### src/hdl/ecp_pkg.sv
package ecp_pkg;

  localparam int NUM_PORTS = 6;
  localparam int NUM_WORDS = 7;

  // Signature word; value is arbitrary
  localparam logic [15:0] SIG_WORD = 16'ha55a;

  // Preload word byte addresses
  localparam logic [7:0] EE_SIG = 8'h00;
  localparam logic [7:0] EE_VID = 8'h02;
  localparam logic [7:0] EE_DID = 8'h04;
  localparam logic [7:0] EE_W06 = 8'h06;
  localparam logic [7:0] EE_SVID = 8'h08;
  localparam logic [7:0] EE_SID = 8'h0a;
  localparam logic [7:0] EE_W0C = 8'h0c;

  // Defaults kept when no valid image is present; values are arbitrary
  localparam logic [15:0] DEF_VID = 16'h0000;
  localparam logic [15:0] DEF_DID = 16'h0000;
  localparam logic [15:0] DEF_W06 = 16'h0000;
  localparam logic [15:0] DEF_SVID = 16'h0000;
  localparam logic [15:0] DEF_SID = 16'h0000;
  localparam logic [15:0] DEF_W0C = 16'h0000;

  // Word 06h source fields
  localparam int W06_EVC = 0;
  localparam int W06_L0S = 1;
  localparam int W06_L1 = 4;
  localparam int W06_CLKPM = 7;
  localparam int W06_NOEGR = 8;
  localparam int W06_NOTAG = 9;
  localparam int W06_SAF = 10;
  localparam int W06_CUT = 11;
  localparam int W06_ARB = 13;
  localparam int W06_CRED = 14;
  localparam int W06_NPSAF = 15;

  // Word 0Ch source fields
  localparam int W0C_MPS = 0;
  localparam int W0C_ASPM = 2;
  localparam int W0C_ROLE = 4;
  localparam int W0C_MSIDIS = 5;
  localparam int W0C_PARDIS = 6;
  localparam int W0C_PMDIS = 7;

  // Configuration image bit positions
  localparam int LCAP_ASPM = 10;
  localparam int LCAP_L0S = 12;
  localparam int LCAP_L1 = 15;
  localparam int LCAP_CLKPM = 18;
  localparam int DCAP_MPS = 0;
  localparam int DCAP_ROLE = 15;
  localparam int CDIS_PM = 13;
  localparam int CDIS_MSI = 14;
  localparam int SWM_PARDIS = 15;
  localparam int EVC_CNT = 0;

  // Register byte offsets
  localparam logic [7:0] REG_CTRL = 8'h00;
  localparam logic [7:0] REG_STATUS = 8'h04;
  localparam logic [7:0] REG_IDS = 8'h08;
  localparam logic [7:0] REG_SUBIDS = 8'h0c;
  localparam logic [7:0] REG_LINKCAP = 8'h10;
  localparam logic [7:0] REG_DEVCAP = 8'h14;
  localparam logic [7:0] REG_CAPDIS = 8'h18;
  localparam logic [7:0] REG_SWMODE = 8'h1c;
  localparam logic [7:0] REG_EXTVC = 8'h20;
  localparam int CTRL_RELOAD = 0;

  typedef enum logic [3:0] {
    ST_IDLE = 4'b0001,
    ST_REQ = 4'b0010,
    ST_WAIT = 4'b0100,
    ST_DONE = 4'b1000
  } ecp_state_e;

  typedef struct packed {
    logic valid;
    logic [15:0] data;
  } ecp_ee_rsp_s;

  // Port 0 switch mode, bits 7:0 of its mode register
  typedef struct packed {
    logic npSafOnly;
    logic noTagOrder;
    logic noEgrOrder;
    logic credUpdMode;
    logic arbMode;
    logic [1:0] cutThr;
    logic storeFwd;
  } ecp_swmode_s;

  typedef struct packed {
    logic extVcCnt;
    logic [2:0] l0sExitLat;
    logic [2:0] l1ExitLat;
    logic clkPmCap;
    logic [1:0] aspmSupport;
    logic [1:0] maxPayload;
    logic roleErrRpt;
    logic msiCapDis;
    logic pmCapDis;
    logic parityDis;
  } ecp_port_cfg_s;

endpackage

### src/hdl/ecp_loader.sv
// Notes on behaviour
// RULE_01: Word 06h bit 0 sets extended VC count bit 0 on all ports.
// RULE_02: Word 06h bits 3:1 set link-cap L0s exit latency on all ports.
// RULE_03: Word 06h bits 6:4 set link-cap L1 exit latency on all ports.
// RULE_04: Word 06h bit 7 sets link-cap clock PM capability on all ports.
// RULE_05: Word 06h bit 8 sets port 0 no-egress-ordering mode.
// RULE_06: Word 06h bit 9 sets port 0 no-tag-ordering for completions.
// RULE_07: Word 06h bit 10 sets port 0 store-and-forward.
// RULE_08: Word 06h bits 12:11 set port 0 cut-through threshold.
// RULE_09: Word 06h bit 13 sets port 0 arbiter mode.
// RULE_10: Word 06h bit 14 sets port 0 credit update mode.
// RULE_11: Word 06h bit 15 sets port 0 non-posted store-and-forward only.
// RULE_12: Word 0Ch bits 1:0 set max payload support on all ports.
// RULE_13: Word 0Ch bits 3:2 set link-cap ASPM support on all ports.
// RULE_14: Word 0Ch bit 4 sets role-based error reporting on all ports.
// RULE_15: Word 0Ch bit 5 removes MSI capability on all ports.
// RULE_16: Word 0Ch bit 6 disables compliance pattern parity on all ports.
// RULE_17: Word 0Ch bit 7 removes power management capability on all ports.
// RULE_18: Word 00h read first; bad signature keeps all defaults.
// RULE_19: Words 02h/04h/08h/0Ah load vendor, device, subvendor, subsys IDs.
// RULE_20: The EEPROM image holds each word at its listed address.
//
// Local design decisions: the plain strobed port and the placing of the registers.
`timescale 1ns/100ps
module ecp_loader (
  input wire logic clk_sys, // 50 MHz core clock
  input wire logic rst, // Synchronous reset, active high
  output logic eeReq, // Word read request pulse
  output logic [7:0] eeAddr, // Word byte address
  input wire ecp_pkg::ecp_ee_rsp_s eeRsp, // Returned word
  input wire logic [7:0] regAddr, // Register byte address
  input wire logic [31:0] regWdata, // Register write data
  input wire logic regWe, // Register write strobe
  input wire logic regRe, // Register read strobe
  output logic [31:0] regRdata, // Read data, cycle after strobe
  output logic loadDone, // Preload finished
  output logic [15:0] vendorId, // Vendor identifier
  output logic [15:0] deviceId, // Device identifier
  output logic [15:0] subVendorId, // Subsystem vendor identifier
  output logic [15:0] subsysId, // Subsystem identifier
  output ecp_pkg::ecp_swmode_s swMode0, // Port 0 switch mode
  output ecp_pkg::ecp_port_cfg_s [5:0] portCfg // Per-port settings
);
  import ecp_pkg::*;

  ecp_state_e state_reg, state_next;
  logic [2:0] idx_reg, idx_next;
  logic startPend_reg, startPend_next;
  logic sigOk_reg, sigOk_next;
  logic sigBad_reg, sigBad_next;
  logic [15:0] vid_reg, vid_next;
  logic [15:0] did_reg, did_next;
  logic [15:0] svid_reg, svid_next;
  logic [15:0] sid_reg, sid_next;
  logic [15:0] w06_reg, w06_next;
  logic [15:0] w0c_reg, w0c_next;
  logic [31:0] rdata_reg, rdata_next;

  wire cap = (state_reg == ST_WAIT) && eeRsp.valid;
  wire lastWord = (idx_reg == 3'(NUM_WORDS - 1));
  wire [7:0] curAddr = {4'h0, idx_reg, 1'b0};
  wire sigMatch = (eeRsp.data == SIG_WORD);
  wire reloadWr = regWe && (regAddr == REG_CTRL)
                  && regWdata[CTRL_RELOAD];

  // FSM: one word in flight at a time
  always_comb
  begin
    state_next = state_reg;
    idx_next = idx_reg;
    startPend_next = startPend_reg | reloadWr;
    sigOk_next = sigOk_reg;
    sigBad_next = sigBad_reg;
    vid_next = vid_reg;
    did_next = did_reg;
    svid_next = svid_reg;
    sid_next = sid_reg;
    w06_next = w06_reg;
    w0c_next = w0c_reg;
    case (state_reg)
      ST_IDLE, ST_DONE:
      begin
        if (startPend_reg)
        begin
          startPend_next = reloadWr;
          state_next = ST_REQ;
          idx_next = 3'd0;
          sigOk_next = 1'b0;
          sigBad_next = 1'b0;
          vid_next = DEF_VID;
          did_next = DEF_DID;
          svid_next = DEF_SVID;
          sid_next = DEF_SID;
          w06_next = DEF_W06;
          w0c_next = DEF_W0C;
        end
      end
      ST_REQ:
        state_next = ST_WAIT;
      ST_WAIT:
      begin
        if (eeRsp.valid)
        begin
          state_next = lastWord ? ST_DONE : ST_REQ;
          idx_next = idx_reg + 3'd1;
          if (curAddr == EE_SIG)
          begin
            sigOk_next = sigMatch; // [RULE_18]
            sigBad_next = !sigMatch;
            if (!sigMatch)
              state_next = ST_DONE; // [RULE_18]
          end
          else if (curAddr == EE_VID)
            vid_next = eeRsp.data; // [RULE_19]
          else if (curAddr == EE_DID)
            did_next = eeRsp.data; // [RULE_19]
          else if (curAddr == EE_W06)
            w06_next = eeRsp.data;
          else if (curAddr == EE_SVID)
            svid_next = eeRsp.data; // [RULE_19]
          else if (curAddr == EE_SID)
            sid_next = eeRsp.data; // [RULE_19]
          else
            w0c_next = eeRsp.data;
        end
      end
      default:
        state_next = ST_IDLE;
    endcase
  end

  always_ff @(posedge clk_sys)
  begin
    if (rst)
    begin
      state_reg <= ST_IDLE;
      idx_reg <= 3'd0;
      startPend_reg <= 1'b1;
      sigOk_reg <= 1'b0;
      sigBad_reg <= 1'b0;
      vid_reg <= DEF_VID;
      did_reg <= DEF_DID;
      svid_reg <= DEF_SVID;
      sid_reg <= DEF_SID;
      w06_reg <= DEF_W06;
      w0c_reg <= DEF_W0C;
      rdata_reg <= 32'h0000_0000;
    end
    else
    begin
      state_reg <= state_next;
      idx_reg <= idx_next;
      startPend_reg <= startPend_next;
      sigOk_reg <= sigOk_next;
      sigBad_reg <= sigBad_next;
      vid_reg <= vid_next;
      did_reg <= did_next;
      svid_reg <= svid_next;
      sid_reg <= sid_next;
      w06_reg <= w06_next;
      w0c_reg <= w0c_next;
      rdata_reg <= rdata_next;
    end
  end

  assign eeReq = (state_reg == ST_REQ);
  assign eeAddr = curAddr;
  assign loadDone = (state_reg == ST_DONE);
  assign vendorId = vid_reg;
  assign deviceId = did_reg;
  assign subVendorId = svid_reg;
  assign subsysId = sid_reg;

  // Port 0 switch mode from word 06h
  assign swMode0.noEgrOrder = w06_reg[W06_NOEGR]; // [RULE_05]
  assign swMode0.noTagOrder = w06_reg[W06_NOTAG]; // [RULE_06]
  assign swMode0.storeFwd = w06_reg[W06_SAF]; // [RULE_07]
  assign swMode0.cutThr = w06_reg[W06_CUT +: 2]; // [RULE_08]
  assign swMode0.arbMode = w06_reg[W06_ARB]; // [RULE_09]
  assign swMode0.credUpdMode = w06_reg[W06_CRED]; // [RULE_10]
  assign swMode0.npSafOnly = w06_reg[W06_NPSAF]; // [RULE_11]

  // Same settings fan out to every port
  genvar gp;
  generate
    for (gp = 0; gp < NUM_PORTS; gp++)
    begin : g_port
      assign portCfg[gp].extVcCnt = w06_reg[W06_EVC]; // [RULE_01]
      assign portCfg[gp].l0sExitLat = w06_reg[W06_L0S +: 3]; // [RULE_02]
      assign portCfg[gp].l1ExitLat = w06_reg[W06_L1 +: 3]; // [RULE_03]
      assign portCfg[gp].clkPmCap = w06_reg[W06_CLKPM]; // [RULE_04]
      assign portCfg[gp].maxPayload = w0c_reg[W0C_MPS +: 2]; // [RULE_12]
      assign portCfg[gp].aspmSupport = w0c_reg[W0C_ASPM +: 2]; // [RULE_13]
      assign portCfg[gp].roleErrRpt = w0c_reg[W0C_ROLE]; // [RULE_14]
      assign portCfg[gp].msiCapDis = w0c_reg[W0C_MSIDIS]; // [RULE_15]
      assign portCfg[gp].parityDis = w0c_reg[W0C_PARDIS]; // [RULE_16]
      assign portCfg[gp].pmCapDis = w0c_reg[W0C_PMDIS]; // [RULE_17]
    end
  endgenerate

  // Configuration images as seen on port 0
  wire [31:0] linkCapImg = (32'(portCfg[0].aspmSupport) << LCAP_ASPM)
                         | (32'(portCfg[0].l0sExitLat) << LCAP_L0S)
                         | (32'(portCfg[0].l1ExitLat) << LCAP_L1)
                         | (32'(portCfg[0].clkPmCap) << LCAP_CLKPM);
  wire [31:0] devCapImg = (32'(portCfg[0].maxPayload) << DCAP_MPS)
                        | (32'(portCfg[0].roleErrRpt) << DCAP_ROLE);
  wire [31:0] capDisImg = (32'(portCfg[0].pmCapDis) << CDIS_PM)
                        | (32'(portCfg[0].msiCapDis) << CDIS_MSI);
  wire [31:0] swModeImg = (32'(portCfg[0].parityDis) << SWM_PARDIS)
                        | 32'(swMode0);
  wire [31:0] extVcImg = 32'(portCfg[0].extVcCnt) << EVC_CNT;
  wire [31:0] statusImg = {28'h0000000, sigBad_reg, sigOk_reg,
                           loadDone, !(state_reg == ST_IDLE
                           || state_reg == ST_DONE)};
  wire [31:0] rdSel;

  assign rdSel = (regAddr == REG_STATUS) ? statusImg
               : (regAddr == REG_IDS) ? {did_reg, vid_reg}
               : (regAddr == REG_SUBIDS) ? {sid_reg, svid_reg}
               : (regAddr == REG_LINKCAP) ? linkCapImg
               : (regAddr == REG_DEVCAP) ? devCapImg
               : (regAddr == REG_CAPDIS) ? capDisImg
               : (regAddr == REG_SWMODE) ? swModeImg
               : (regAddr == REG_EXTVC) ? extVcImg
               : 32'h0000_0000;

  assign rdata_next = regRe ? rdSel : 32'h0000_0000;
  assign regRdata = rdata_reg;

  wire capSig = cap && (curAddr == EE_SIG);
  wire capW06 = cap && (curAddr == EE_W06);
  wire capW0C = cap && (curAddr == EE_W0C);
endmodule

### config.mk
export PLATFORM = sky130hd
export DESIGN_NAME = ecp_loader
export DESIGN_NICKNAME = d
export VERILOG_FILES = /design/src/hdl/ecp_pkg.sv /design/src/hdl/ecp_loader.sv
export SDC_FILE = /design/constraint.sdc
export NUM_CORES = 1
export LEC_CHECK = 0
export BUFFER_PORTS_ARGS = -buffer_cell sky130_fd_sc_hd__buf_2
export CAP_MARGIN = 20
export CORE_MARGIN = 2
export CORE_UTILIZATION = 48
export DETAILED_ROUTE_END_ITERATION = 10
export GPL_TIMING_DRIVEN = 0
export PLACE_DENSITY = 0.88
export SLEW_MARGIN = 20
export SYNTH_ARGS = -nofsm -noshare
export SYNTH_HDL_FRONTEND = slang
export SYNTH_SLANG_ARGS = --single-unit
### constraint.sdc
create_clock -name clk_sys -period 2.2 [get_ports clk_sys]
set_input_delay 0 -clock clk_sys [delete_from_list [all_inputs] [get_ports clk_sys]]
set_output_delay 0 -clock clk_sys [all_outputs]
set_load 0.02 [all_outputs]
After elaboration in Yosys (flattened, before gate mapping)

Index checks and enable logic that the tools add are counted.

Eq/ne operators: 33
Multiplexer cells: 65
Bitwise operators: 8
Reduce and logical (&&, ||, !) cells: 20
$add $sub $neg: 1

Operators by type and width:

| cell                 | count |
|---|---|
| $mux 16              | 29 |
| $pmux 16 s2          | 5 |
| $mux 32              | 2 |
| $mux 8               | 7 |
| $eq 8x5->1 const B   | 4 |
| $mux 4               | 6 |
| $mux 19              | 1 |
| $or 18x19->19        | 1 |
| $or 15x18->18        | 1 |
| $reduce_and 9->1     | 2 |
| $eq 16x16->1 const B | 1 |
| $eq 8x4->1 const B   | 2 |
| $logic_not 8->1      | 2 |
| $ne 2x2->1 const B   | 8 |
| $or 16x8->16         | 1 |
| $or 2x16->16         | 1 |
| $pmux 8 s2           | 1 |
| $or 12x15->15        | 1 |
| $or 14x15->15        | 1 |
| $ne 2x1->1 const B   | 6 |
| $pmux 4 s3           | 1 |
| $eq 3x3->1 const B   | 3 |
| $eq 8x3->1 const B   | 1 |
| $eq 8x6->1 const B   | 1 |
| 26 further kinds     | 39 |

Output and inout port bits: 210
Bits in registers: 130
Word-level logic and storage cells: 140
Input port bits: 61

Depth between registers and ports, before layout

Gate-level depths: netlist of the first run.

Depth in word-level cells: 9
Depth in mapped cells: 8
Mapped depth without buffers: 6

Worst setup path after synthesis of the first run

OpenSTA, ideal clock, no wires.

Path kind: register to register
Start: reg idx_reg[0]
End: reg w06_reg[5]
Required time: 2.128 ns
Path buffers: 1
Arrival time: 1.949 ns
Clock period less this slack: 2.021 ns
Library setup time: 0.072 ns
Stages on the path, launching flop included: 8
Path slack: 0.179 ns
Cell sequence: dfxtp_1 > inv_1 > ha_1 > nor3_1 > o21ai_0 > a21oi_2 > buf_4 > mux2i_1

Longest elaborated chain between the ends: 3
Elaborated cells between the ends (all ways): 9
Classes of those cells: eq/ne: 7; reduce/logical: 2

Ends and longest elaborated chain:

| element                                                          | RTL line          | text |
|---|---|---|
| start, declared                                                  | ecp_loader.sv:47  | `logic [2:0] idx_reg, idx_next;` |
| start signal, assigned                                           | ecp_loader.sv:152 | `idx_reg <= idx_next;` |
| $logic_not 8->1 (tied with other cells)                          | --                |  |
| $ne 2x2->1 (no source line) / $ne 2x1->1 (equally long branches) | --                |  |
| $reduce_and 7->1 (no source line) (*)                            | --                |  |
| end signal, assigned                                             | ecp_loader.sv:160 | `w06_reg <= w06_next;` |
| end, declared                                                    | ecp_loader.sv:55  | `logic [15:0] w06_reg, w06_next;` |

Every way passes the cells marked *; elsewhere a longest branch is shown, timed or not.
A chain may end at the register's enable or synchronous reset.

Final worst setup path of the first run

Start: reg state_reg[1]
End: reg sid_reg[6] (netlist: subsysId[6])

Longest elaborated chain between the ends: 4
Elaborated cells between the ends (all ways): 15
Classes of those cells: eq/ne: 11; mux: 1; reduce/logical: 3

Ends and longest elaborated chain:

| element                                                                 | RTL line          | text |
|---|---|---|
| start, declared                                                         | ecp_loader.sv:46  | `ecp_state_e state_reg, state_next;` |
| start signal, assigned                                                  | ecp_loader.sv:151 | `state_reg <= state_next;` |
| $eq 4x4->1 / $eq 4x1->1 (equally long branches)                         | ecp_loader.sv:80  | `case (state_reg)` |
| $reduce_or 2->1                                                         | ecp_loader.sv:80  |  |
| $ne 2x2->1 (no source line) / $reduce_bool 2->1 (equally long branches) | --                |  |
| $reduce_and 9->1 (no source line)                                       | --                |  |
| end signal, assigned                                                    | ecp_loader.sv:159 | `sid_reg <= sid_next;` |
| end, declared                                                           | ecp_loader.sv:54  | `logic [15:0] sid_reg, sid_next;` |

Parallel ways exist; a longest one is shown, timed or not.

==> out/results.tsv, run 1 <==
stage	metric	value	unit
outcome	status	completed	
clocking	clk root buf	clkbuf_16	
logic_synthesis	asr flop ratio synth	0	%
critical_path	Critical Path RT	2.54	ns
route	metal2 WL	9.35	mm
sta	Worst-Margin Slew	0.846	ns
logic_synthesis	sequential-to-total area share from yosys stat	41.9	%
placed_design	DP Cell Count	1059	
power_and_ir_drop	Lkg Pwr	4.37	nW
critical_path	Slowest-stage cell, CP	or4b_4	
finish	diode count	0	
placed_design	worst slack at placement	-0.0107	ns
critical_path	capture instance of the worst register-to-register path	subsysId[6]	
clocking	clk slew on worst S/H paths	0.06	ns
global_route	grt total ovfl	0	
finish	nets@finish	985	
route	WL final	19.7	mm
critical_path	critical path arrival	2.43	ns
sta	RSZ-0062 raised after global routing	false	
logic_synthesis	Area contributors post-synth	dfxtp_1, mux2i_1, buf_4	
die	die width	118	um
clocking	CTS tree	built	
global_route	vias in the first global route	5470	
critical_path	cell-by-cell trace of the critical path	clkbuf_1, or4b_4, nor2_4, buf_2, nand2_2, mux2i_1	
clocking	H-tree depth reported by CTS	4	
sta	max-slew violations	0	
logic_synthesis	synth unique cells	63	
clocking	clk sinks	130	
worst_hold_path	Hold WC Path Type	in -> reg	
sta	skew final	0.00880	ns
route	antenna-violating nets left	0	
finish	final cell utilization of the core	65.8	%
global_route	initial antenna violation count	0	
logic_synthesis	number of synthesized flops with an enable pin	0	
power_and_ir_drop	peak supply drop	661	uV
die	num rows	41	
critical_path	Critical Path Start Type	flip-flop	
finish	layout cells sized above 1	43.1	%
sta	# setup viols final	0	
worst_hold_path	Hold Path Sink	subVendorId[8]	
logic_synthesis	synth warn	0	
logic_synthesis	post-synth top area cell	dfxtp_1	
die	die footprint	0.0139	sq mm
route	Met1 Wirelength	7.56	mm
sta	Final Worst Setup Slack	0.109	ns
logic_synthesis	mapped cell area	0.00621	sq mm
logic_synthesis	Primary FF master, synth	dfxtp_1	
clocking	Num CTS Buffers	17	
route	DRT Pass-1 Iters	6	
placed_design	Area after DPL	0.00760	sq mm
placed_design	Routability Congestion	0.928	
critical_path	Worst Reg-to-Reg Cells	6	
route	average via count per standard cell	5.26	
power_and_ir_drop	Power Density	945	mW/mm^2
global_route	gr usage total	27.5	%
finish	max reg flops	32	
critical_path	CP max stage delay	0.59	ns
logic_synthesis	most common cell in the synthesized netlist	dfxtp_1	
global_route	first-pass GRT wire length	30.0	mm
critical_path	critical path fanouts, max	10	
sta	Final Hold Violating Endpoints	0	
clocking	Clk Latency, worst-skew pair	0.42	ns
finish	Finished Cell Area	0.00831	sq mm
route	vias post-DR	5804	
route	1st-iter DRT viols	399	
die	Die H	118	um
global_route	pin count of the biggest net entering global routing	17	
logic_synthesis	Syn Area/Cell	9.53	sq um
critical_path	critical path class	reg -> reg	
logic_synthesis	Post-Syn Instances	652	
sta	Slew headroom	43.6	%
critical_path	FF-to-FF setup slack	0.11	ns
run	MaxCap Viol Count	0	
logic_synthesis	#FFs+latches synth	130	
clocking	CTS Buffer Depth	2	
worst_hold_path	hold wc startpoint	eeRsp[8]	
finish	synth-to-layout area growth	33.8	%
critical_path	reg2reg start	state_reg[1]	
route	WL per Instance	17.9	um
critical_path	crit end category	flip-flop	
finish	Non-Filler Instances	1104	
route	DRC violations left	0	
sta	period utilization	95.0	%
sta	Highest Clock Rate	0.478	GHz
placed_design	HPWL Detailed	14.3	mm
placed_design	number of buffers added on ports	231	
route	top routing layer used	met4	
die	initial core utilization	49.2	%
logic_synthesis	most common library cells after synthesis	dfxtp_1, nand2_1, mux2i_1, buf_4, nor2_1	
sta	min cycle time layout	2.09	ns
logic_synthesis	Yosys top cell area share	41.9	%
die	# IOs	271	
worst_hold_path	hold depth	3	
die	Placeable Area	0.0126	sq mm
route	met3 wire len	1.79	mm
repair_timing:
item | 4_1_cts | 5_1_grt
setup buffers | 0 | 8
cloned | 0 | 0
hold buffers | 5 | 0
endpoints found under the setup margin | 5 | 41
resized for setup | 1 | 4
pin swaps | 0 | 2
hold endpoints to repair | 11 | 0
per-layer routing:
metal | track usage (%) | up-vias
li1 | - | 2662
met1 | 33.2 | 2686
met2 | 45.8 | 382
met3 | 5.62 | 74
met4 | 14.8 | 0
met5 | 0 | -
layout make-up:
class / count / area, sq um
tap: 172 / 215
clock buffer: 20 / 457
clock inverter: 12 / 121
multi-input combinational: 395 / 2760
inverter: 8 / 30.0
buffer: 123 / 855
fill: 962 / 4310
timing repair buffer: 244 / 1270
sequential: 130 / 2600
cell usage in the layout (no fill, tap or decap), types with 3 or more instances in the layout:
cell	count
buf_6	5
a22oi_1	10
dlygate4sd3_1	5
nand3_1	6
mux2_2	7
buf_2	239
nor2b_1	4
o21ai_0	4
a21oi_1	10
clkbuf_1	18
ha_1	5
clkinvlp_4	3
clkbuf_16	17
buf_4	100
inv_1	8
nand2_1	112
o21a_1	4
dfxtp_1	130
nor2_1	35
o211a_1	4
mux2i_1	111
or3b_2	3
a22o_1	3
nor3_1	8
nand2_2	3
inv_6	4
nand2b_1	8
conb_1	5
nor3b_1	3
worst max-delay path, delay by kind of cell, from the launching register on:
family	cells	cell delay, ns
AND/OR/NAND/NOR	3	1.03
buffers and inverters	2	0.49
flip-flops	1	0.29
multiplexers	1	0.20
logic make-up after synthesis:
group                    synth area share, %
buffers and inverters                   14.2
XOR/XNOR                               0.282
flip-flops                              41.9
multiplexers                            19.2
AND/OR/NAND/NOR                         16.6
adder cells (fa/ha/maj)                 1.01
AO/OA/AOI/OAI                           6.81
other                                 0.0604
how the worst max path moves through the flow:
stage	start	endpoint	slack (ns)	depth (start not counted)
finish	state_reg[1]	subsysId[6]	0.11	6
global route	state_reg[1]	w06_reg[11]	0.005	6
CTS	state_reg[1]	subsysId[6]	0.0008	6
detailed placement	idx_reg[0]	w06_reg[7]	-0.01	7
global placement	idx_reg[0]	w06_reg[7]	0.04	7
floorplan	idx_reg[0]	w06_reg[5]	0.18	7
metrics by stage:
| step | TNS, ns | total power [W] | hold slack (ns) |
|---|---|---|---|
| after global routing | 0 | 0.00806 | 0.0262 |
| after floorplan | 0 | 0.00440 | 0.194 |
| final | 0 | 0.00785 | 0.0120 |
| after CTS | 0 | 0.00761 | 0.00673 |
| after global placement | 0 | 0.00485 | 0.326 |
| after detailed placement | -0.0196 | 0.00488 | 0.344 |
where the power goes:
part           internal (W)  switching, W  leakage (nW)  total [W]
sequential          0.00243     0.0000762          1.05    0.00251
clock               0.00164       0.00111         0.276    0.00274
combinational       0.00121       0.00139          3.04    0.00260
(Power assumes the default switching activity.)
==> run 2, diff against run 1 <==
--- a/config.mk
+++ b/config.mk
@@ -12,6 +12,7 @@
 export DETAILED_ROUTE_END_ITERATION = 10
 export GPL_TIMING_DRIVEN = 0
 export PLACE_DENSITY = 0.88
+export REMOVE_ABC_BUFFERS = 1
 export SLEW_MARGIN = 20
 export SYNTH_ARGS = -nofsm -noshare
 export SYNTH_HDL_FRONTEND = slang
==> out/results.tsv, run 2 (synthesis gave the netlist of run 1 again) <==
stage	metric	value	unit	change
sta	skew final	0.0129	ns	was 0.00880 ns
route	average via count per standard cell	5.28		was 5.26
finish	Fill cells	1064		was 962
sta	Highest Clock Rate	0.469	GHz	was 0.478 GHz
die	die width	118	um	unchanged
route	vias post-DR	5234		was 5,804
power_and_ir_drop	peak supply drop	643	uV	was 661 uV
route	DRT Pass-1 Iters	5		was 6
critical_path	Critical Path Start Type	flip-flop		unchanged
route	WL per Instance	18.2	um	was 17.9 um
sta	min cycle time layout	2.13	ns	was 2.09 ns
sta	Hold Slack	0.0205	ns	was 0.0120 ns
die	initial core utilization	49.2	%	unchanged
finish	commonest non-fill, non-tap cells in the layout	buf_2, dfxtp_1, nand2_1		unchanged
route	WL final	18.0	mm	was 19.7 mm
clocking	clk sinks	130		unchanged
global_route	vias in the first global route	5055		was 5,470
global_route	pin count of the biggest net entering global routing	78		was 17
power_and_ir_drop	Power Density	1030	mW/mm^2	was 945 mW/mm^2
clocking	clk slew on worst S/H paths	0.06	ns	about the same
critical_path	critical path class	reg -> reg		unchanged
placed_design	Area after DPL	0.00689	sq mm	was 0.00760 sq mm
finish	max reg flops	32		unchanged
worst_hold_path	Hold WC Path Type	in -> reg		unchanged
finish	synth-to-layout area growth	23.0	%	was 33.8%
placed_design	DP Cell Count	943		was 1,059
finish	Non-Filler Instances	991		was 1,104
sta	RSZ-0062 raised after global routing	false		unchanged
run	MaxCap Viol Count	0		unchanged
critical_path	Critical Path RT	2.54	ns	about the same
worst_hold_path	hold wc startpoint	eeRsp[2]		was eeRsp[8]
outcome	status	completed		unchanged
placed_design	number of buffers added on ports	234		was 231
critical_path	Worst Reg-to-Reg Cells	4		was 6
route	1st-iter DRT viols	357		was 399
power_and_ir_drop	Lkg Pwr	3.88	nW	was 4.37 nW
finish	most common cell after layout, fill and taps aside	buf_2		unchanged
worst_hold_path	Hold Path Sink	vendorId[2]		was subVendorId[8]
global_route	initial antenna violation count	0		unchanged
placed_design	Routability Congestion	0.874		was 0.928
clocking	Clk Latency, worst-skew pair	0.42	ns	about the same
worst_hold_path	hold depth	3		unchanged
sta	max-slew violations	0		unchanged
finish	diode count	0		unchanged
placed_design	HPWL Detailed	12.1	mm	was 14.3 mm
sta	Slew headroom	45.7	%	was 43.6%
route	DRC violations left	0		unchanged
die	die footprint	0.0139	sq mm	unchanged
finish	Finished Cell Area	0.00764	sq mm	was 0.00831 sq mm
finish	layout cells sized above 1	37.0	%	was 43.1%
critical_path	critical path arrival	2.47	ns	was 2.43 ns
clocking	H-tree depth reported by CTS	4		unchanged
global_route	grt total ovfl	0		unchanged
sta	Final Hold Violating Endpoints	0		unchanged
global_route	first-pass GRT wire length	27.5	mm	was 30.0 mm
critical_path	cell-by-cell trace of the critical path	or4b_4, o21bai_4, buf_8, mux2i_1		was clkbuf_1, or4b_4, nor2_4, buf_2, nand2_2, mux2i_1
clocking	clk root buf	clkbuf_16		unchanged
sta	# setup viols final	0		unchanged
critical_path	reg2reg start	state_reg[2]		was state_reg[1]
die	Placeable Area	0.0126	sq mm	unchanged
sta	setup_tns	0	ns	unchanged
power_and_ir_drop	total chip power	0.00789	W	was 0.00785 W
critical_path	crit end category	flip-flop		unchanged
critical_path	CP max stage delay	0.60	ns	was 0.59 ns
global_route	gr usage total	25.5	%	was 27.5%
route	antenna-violating nets left	0		unchanged
clocking	CTS tree	built		unchanged
finish	nets@finish	875		was 985
die	# IOs	271		unchanged
sta	Worst-Margin Slew	0.808	ns	was 0.846 ns
sta	period utilization	96.9	%	was 95.0%
die	num rows	41		unchanged
critical_path	FF-to-FF setup slack	0.07	ns	was 0.11 ns
critical_path	capture instance of the worst register-to-register path	deviceId[2]		was subsysId[6]
clocking	Num CTS Buffers	17		unchanged
die	Die H	118	um	unchanged
critical_path	critical path fanouts, max	13		was 10
critical_path	Slowest-stage cell, CP	or4b_4		unchanged
clocking	CTS Buffer Depth	2		unchanged
run 2: changes by cell type in the layout (fill, tap and decap cells not counted), moves of 4 or more:
cell and delta:
buf_2 -6, buf_4 -91, buf_6 -5, clkbuf_1 -15
clkinv_2 +4, dlygate4sd3_1 +4, inv_6 -4
run 2: repair_timing:
| action | CTS | global route |
|---|---|---|
| buffers inserted | 9 | 1 |
| pin swaps | 2 | 1 |
| cloned | 0 | 0 |
| hold endpoints to repair | 34 | 0 |
| hold buffers | 9 | 0 |
| resized for setup | 3 | 0 |
| setup endpoints to repair | 47 | 9 |
run 2: worst max path at each step:
stage	end	startpoint	depth (start not counted)	slack, ns
final	deviceId[2]	state_reg[2]	4	0.07
after global routing	deviceId[1]	idx_reg[0]	7	0.003
after global placement	deviceId[1]	state_reg[2]	3	-1.26
after detailed placement	subVendorId[1]	state_reg[2]	4	-0.45
after CTS	w06_reg[6]	idx_reg[0]	7	0.07
after floorplan	vendorId[0]	state_reg[2]	3	-0.28
run 2: report_power, final:
| group | internal [W] | switching (W) |
|---|---|---|
| Clock | 0.00170 | 0.000979 |
| Combinational | 0.00124 | 0.00142 |
| Sequential | 0.00243 | 0.000123 |
| Total | 0.00536 | 0.00253 |
run 2: per-layer routing:
layer	global-route usage, %	wire (um)
met5	0	0
met4	9.41	287
met1	30.9	7550
met3	6.20	1090
met2	43.9	9060
run 2: final cells by class:
type / instances / area [sq um] / area share (%)
clock inverters: 7 / 85.1 / 1.11
clock buffers: 22 / 464 / 6.08
inverters: 8 / 32.5 / 0.426
multi-input cells: 395 / 2780 / 36.4
repair buffers: 257 / 1460 / 19.1
flip-flops and latches: 130 / 2600 / 34.1
well taps: 172 / 215 / 2.82
run 2: through the flow:
| step | utilization (%) | worst slack, ns |
|---|---|---|
| after floorplan | - | -0.280 |
| after global placement | 53.6 | -1.26 |
| after detailed placement | 54.6 | -0.446 |
| after CTS | 60.4 | 0.0654 |
| after global routing | 60.5 | 0.00335 |
| final | 60.5 | 0.0675 |
run 2: worst max-delay path: cells and delay by family, from the launching register on:
kind,cells,cell delay (ns)
and+or+nand+nor,1,0.60
DFF,1,0.53
AOI/OAI and AO/OA,1,0.47
buffers and inverters,1,0.23
muxes,1,0.21
==> run 3, diff against run 2 <==
--- a/config.mk
+++ b/config.mk
@@ -7,8 +7,10 @@
 export LEC_CHECK = 0
 export BUFFER_PORTS_ARGS = -buffer_cell sky130_fd_sc_hd__buf_2
 export CAP_MARGIN = 20
+export CELL_PAD_IN_SITES_DETAIL_PLACEMENT = 0
+export CELL_PAD_IN_SITES_GLOBAL_PLACEMENT = 1
 export CORE_MARGIN = 2
-export CORE_UTILIZATION = 48
+export CORE_UTILIZATION = 35
 export DETAILED_ROUTE_END_ITERATION = 10
 export GPL_TIMING_DRIVEN = 0
 export PLACE_DENSITY = 0.88
==> out/results.tsv, run 3 (synthesis gave the netlist of run 1 again) <==
stage	metric	value	unit	change
die	initial core utilization	35.9	%	was 49.2%
critical_path	capture instance of the worst register-to-register path	vendorId[15]		was deviceId[2]
clocking	H-tree depth reported by CTS	4		unchanged
power_and_ir_drop	Reg power frac	32.6	%	was 32.4%
die	Die H	137	um	was 118 um
global_route	GRT met1 Usage	26.2	%	was 30.9%
critical_path	reg2reg start	state_reg[0]		was state_reg[2]
clocking	Clk Latency, worst-skew pair	0.41	ns	was 0.42 ns
worst_hold_path	Hold WC Path Type	in -> reg		unchanged
sta	RSZ-0062 raised after global routing	false		unchanged
global_route	pin count of the biggest net entering global routing	52		was 78
critical_path	CP startpoint	state_reg[0]		was state_reg[2]
outcome	status	completed		unchanged
finish	synth-to-layout area growth	23.8	%	was 23.0%
sta	skew final	0.00888	ns	was 0.0129 ns
placed_design	Routability Congestion	0.741		was 0.874
global_route	initial antenna violation count	0		unchanged
die	# IOs	271		unchanged
global_route	grt peak-use layer	met2		unchanged
finish	commonest non-fill, non-tap cells in the layout	buf_2, dfxtp_1, nand2_1		unchanged
route	vias post-DR	5039		was 5,234
critical_path	critical path fanouts, max	11		was 13
sta	period utilization	94.6	%	was 96.9%
critical_path	Worst Reg-to-Reg Cells	5		was 4
sta	min cycle time layout	2.08	ns	was 2.13 ns
power_and_ir_drop	NetSw	0.00255	W	was 0.00253 W
sta	# setup viols final	0		unchanged
power_and_ir_drop	peak supply drop	597	uV	was 643 uV
finish	nets@finish	872		was 875
critical_path	FF-to-FF setup slack	0.12	ns	was 0.07 ns
sta	Slew headroom	45.7	%	about the same
die	die footprint	0.0188	sq mm	was 0.0139 sq mm
global_route	met2 usage	33.0	%	was 43.9%
placed_design	HPWL Detailed	13.2	mm	was 12.1 mm
critical_path	Setup crit end	vendorId[15]		was deviceId[2]
sta	max-slew violations	0		unchanged
route	WL per Instance	18.1	um	was 18.2 um
die	Placeable Area	0.0173	sq mm	was 0.0126 sq mm
route	average via count per standard cell	4.84		was 5.28
critical_path	critical path arrival	2.42	ns	was 2.47 ns
power_and_ir_drop	Lkg Pwr	3.86	nW	was 3.88 nW
power_and_ir_drop	Clk network pwr share	35.1	%	was 33.9%
route	WL final	18.8	mm	was 18.0 mm
route	DRC violations left	0		unchanged
global_route	grt total ovfl	0		unchanged
clocking	clk slew on worst S/H paths	0.06	ns	about the same
placed_design	number of buffers added on ports	234		unchanged
die	die width	137	um	was 118 um
critical_path	Critical Path RT	2.54	ns	about the same
critical_path	critical path class	reg -> reg		unchanged
run	MaxCap Viol Count	0		unchanged
clocking	Num CTS Buffers	17		unchanged
finish	final cell utilization of the core	44.5	%	was 60.5%
route	antenna-violating nets left	0		unchanged
global_route	gr usage total	20.0	%	was 25.5%
clocking	CTS tree	built		unchanged
critical_path	Critical Path Start Type	flip-flop		unchanged
power_and_ir_drop	Power Density	1020	mW/mm^2	was 1030 mW/mm^2
clocking	clk sinks	130		unchanged
sta	Worst-Margin Slew	0.808	ns	about the same
global_route	first-pass GRT wire length	27.5	mm	about the same
power_and_ir_drop	Comb pwr share	32.3	%	was 33.7%
placed_design	DP Cell Count	996		was 943
power_and_ir_drop	Int Power	0.00526	W	was 0.00536 W
finish	layout cells sized above 1	36.9	%	was 37.0%
finish	max reg flops	32		unchanged
global_route	GR Util met3	4.53	%	was 6.20%
clocking	clk root buf	clkbuf_16		unchanged
die	num rows	48		was 41
sta	Final Hold Violating Endpoints	0		unchanged
finish	most common cell after layout, fill and taps aside	buf_2		unchanged
power_and_ir_drop	switch share	32.7	%	was 32.0%
sta	Highest Clock Rate	0.480	GHz	was 0.469 GHz
route	1st-iter DRT viols	205		was 357
route	DRT Pass-1 Iters	4		was 5
critical_path	crit end category	flip-flop		unchanged
global_route	vias in the first global route	4661		was 5,055
clocking	CTS Buffer Depth	2		unchanged
finish	Non-Filler Instances	1042		was 991
run 3: repair_timing:
item | CTS | global route
setup buffers | 3 | 2
hold endpoints to repair | 42 | 0
gates resized for setup | 1 | 1
hold buffers | 11 | 0
pin swaps | 1 | 2
setup endpoints to repair | 31 | 35
run 3: cell type report:
cell class,count,area (sq um)
antenna,1,2.50
multi-input combinational,395,2780
inverter,8,32.5
sequential,130,2600
timing repair buffer,254,1420
clock inverter,9,110
tap,225,282
fill,1708,9610
clock buffer,20,457
run 3: per-stage QoR:
stage / power, W / setup slack, ns / instance area, sq um / hold slack [ns] / setup TNS (ns)
4_1_cts: 0.00787 / 0.00958 / 7670 / 0.0192 / 0
3_5_place_dp: 0.00508 / -0.103 / 6950 / 0.335 / -2.63
2_1_floorplan: 0.00414 / -0.280 / 5380 / 0.0691 / -8.97
6_report: 0.00782 / 0.118 / 7690 / 0.0253 / 0
5_1_grt: 0.00812 / 0.000190 / 7690 / 0.0325 / 0
3_3_place_gp: 0.00489 / -1.39 / 6830 / 0.329 / -78.18
run 3: power by group through the flow:
stage	clock network (W)	registers (W)	logic, W
6_report	0.00274	0.00255	0.00253
2_1_floorplan	0	0.00267	0.00147
3_5_place_dp	0	0.00260	0.00248
4_1_cts	0.00280	0.00255	0.00252
5_1_grt	0.00290	0.00256	0.00266
3_3_place_gp	0	0.00260	0.00230
run 3: worst min-delay path by stage:
stage	endpoint	slack, ns	startpoint	cells after the start
2_1_floorplan	idx_reg[0]	0.07	rst	1
3_3_place_gp	startPend_reg	0.33	regWe	3
3_5_place_dp	startPend_reg	0.33	regWe	3
4_1_cts	regRdata[1]	0.02	regAddr[0]	4
5_1_grt	regRdata[1]	0.03	regAddr[1]	4
6_report	vendorId[14]	0.03	eeRsp[14]	3
run 3: critical path, cell delays in order, from the launching register on:
cell      delay (ns)
dfxtp_1         0.52
and4bb_2        0.34
o31ai_4         0.41
o21bai_4        0.32
buf_8           0.22
mux2i_1         0.19
run 3: metal layers:
layer	vias to the layer above	wire, um
li1	2434	-
met1	2385	8580
met2	205	9050
met3	15	1020
met4	0	168
met5	-	0
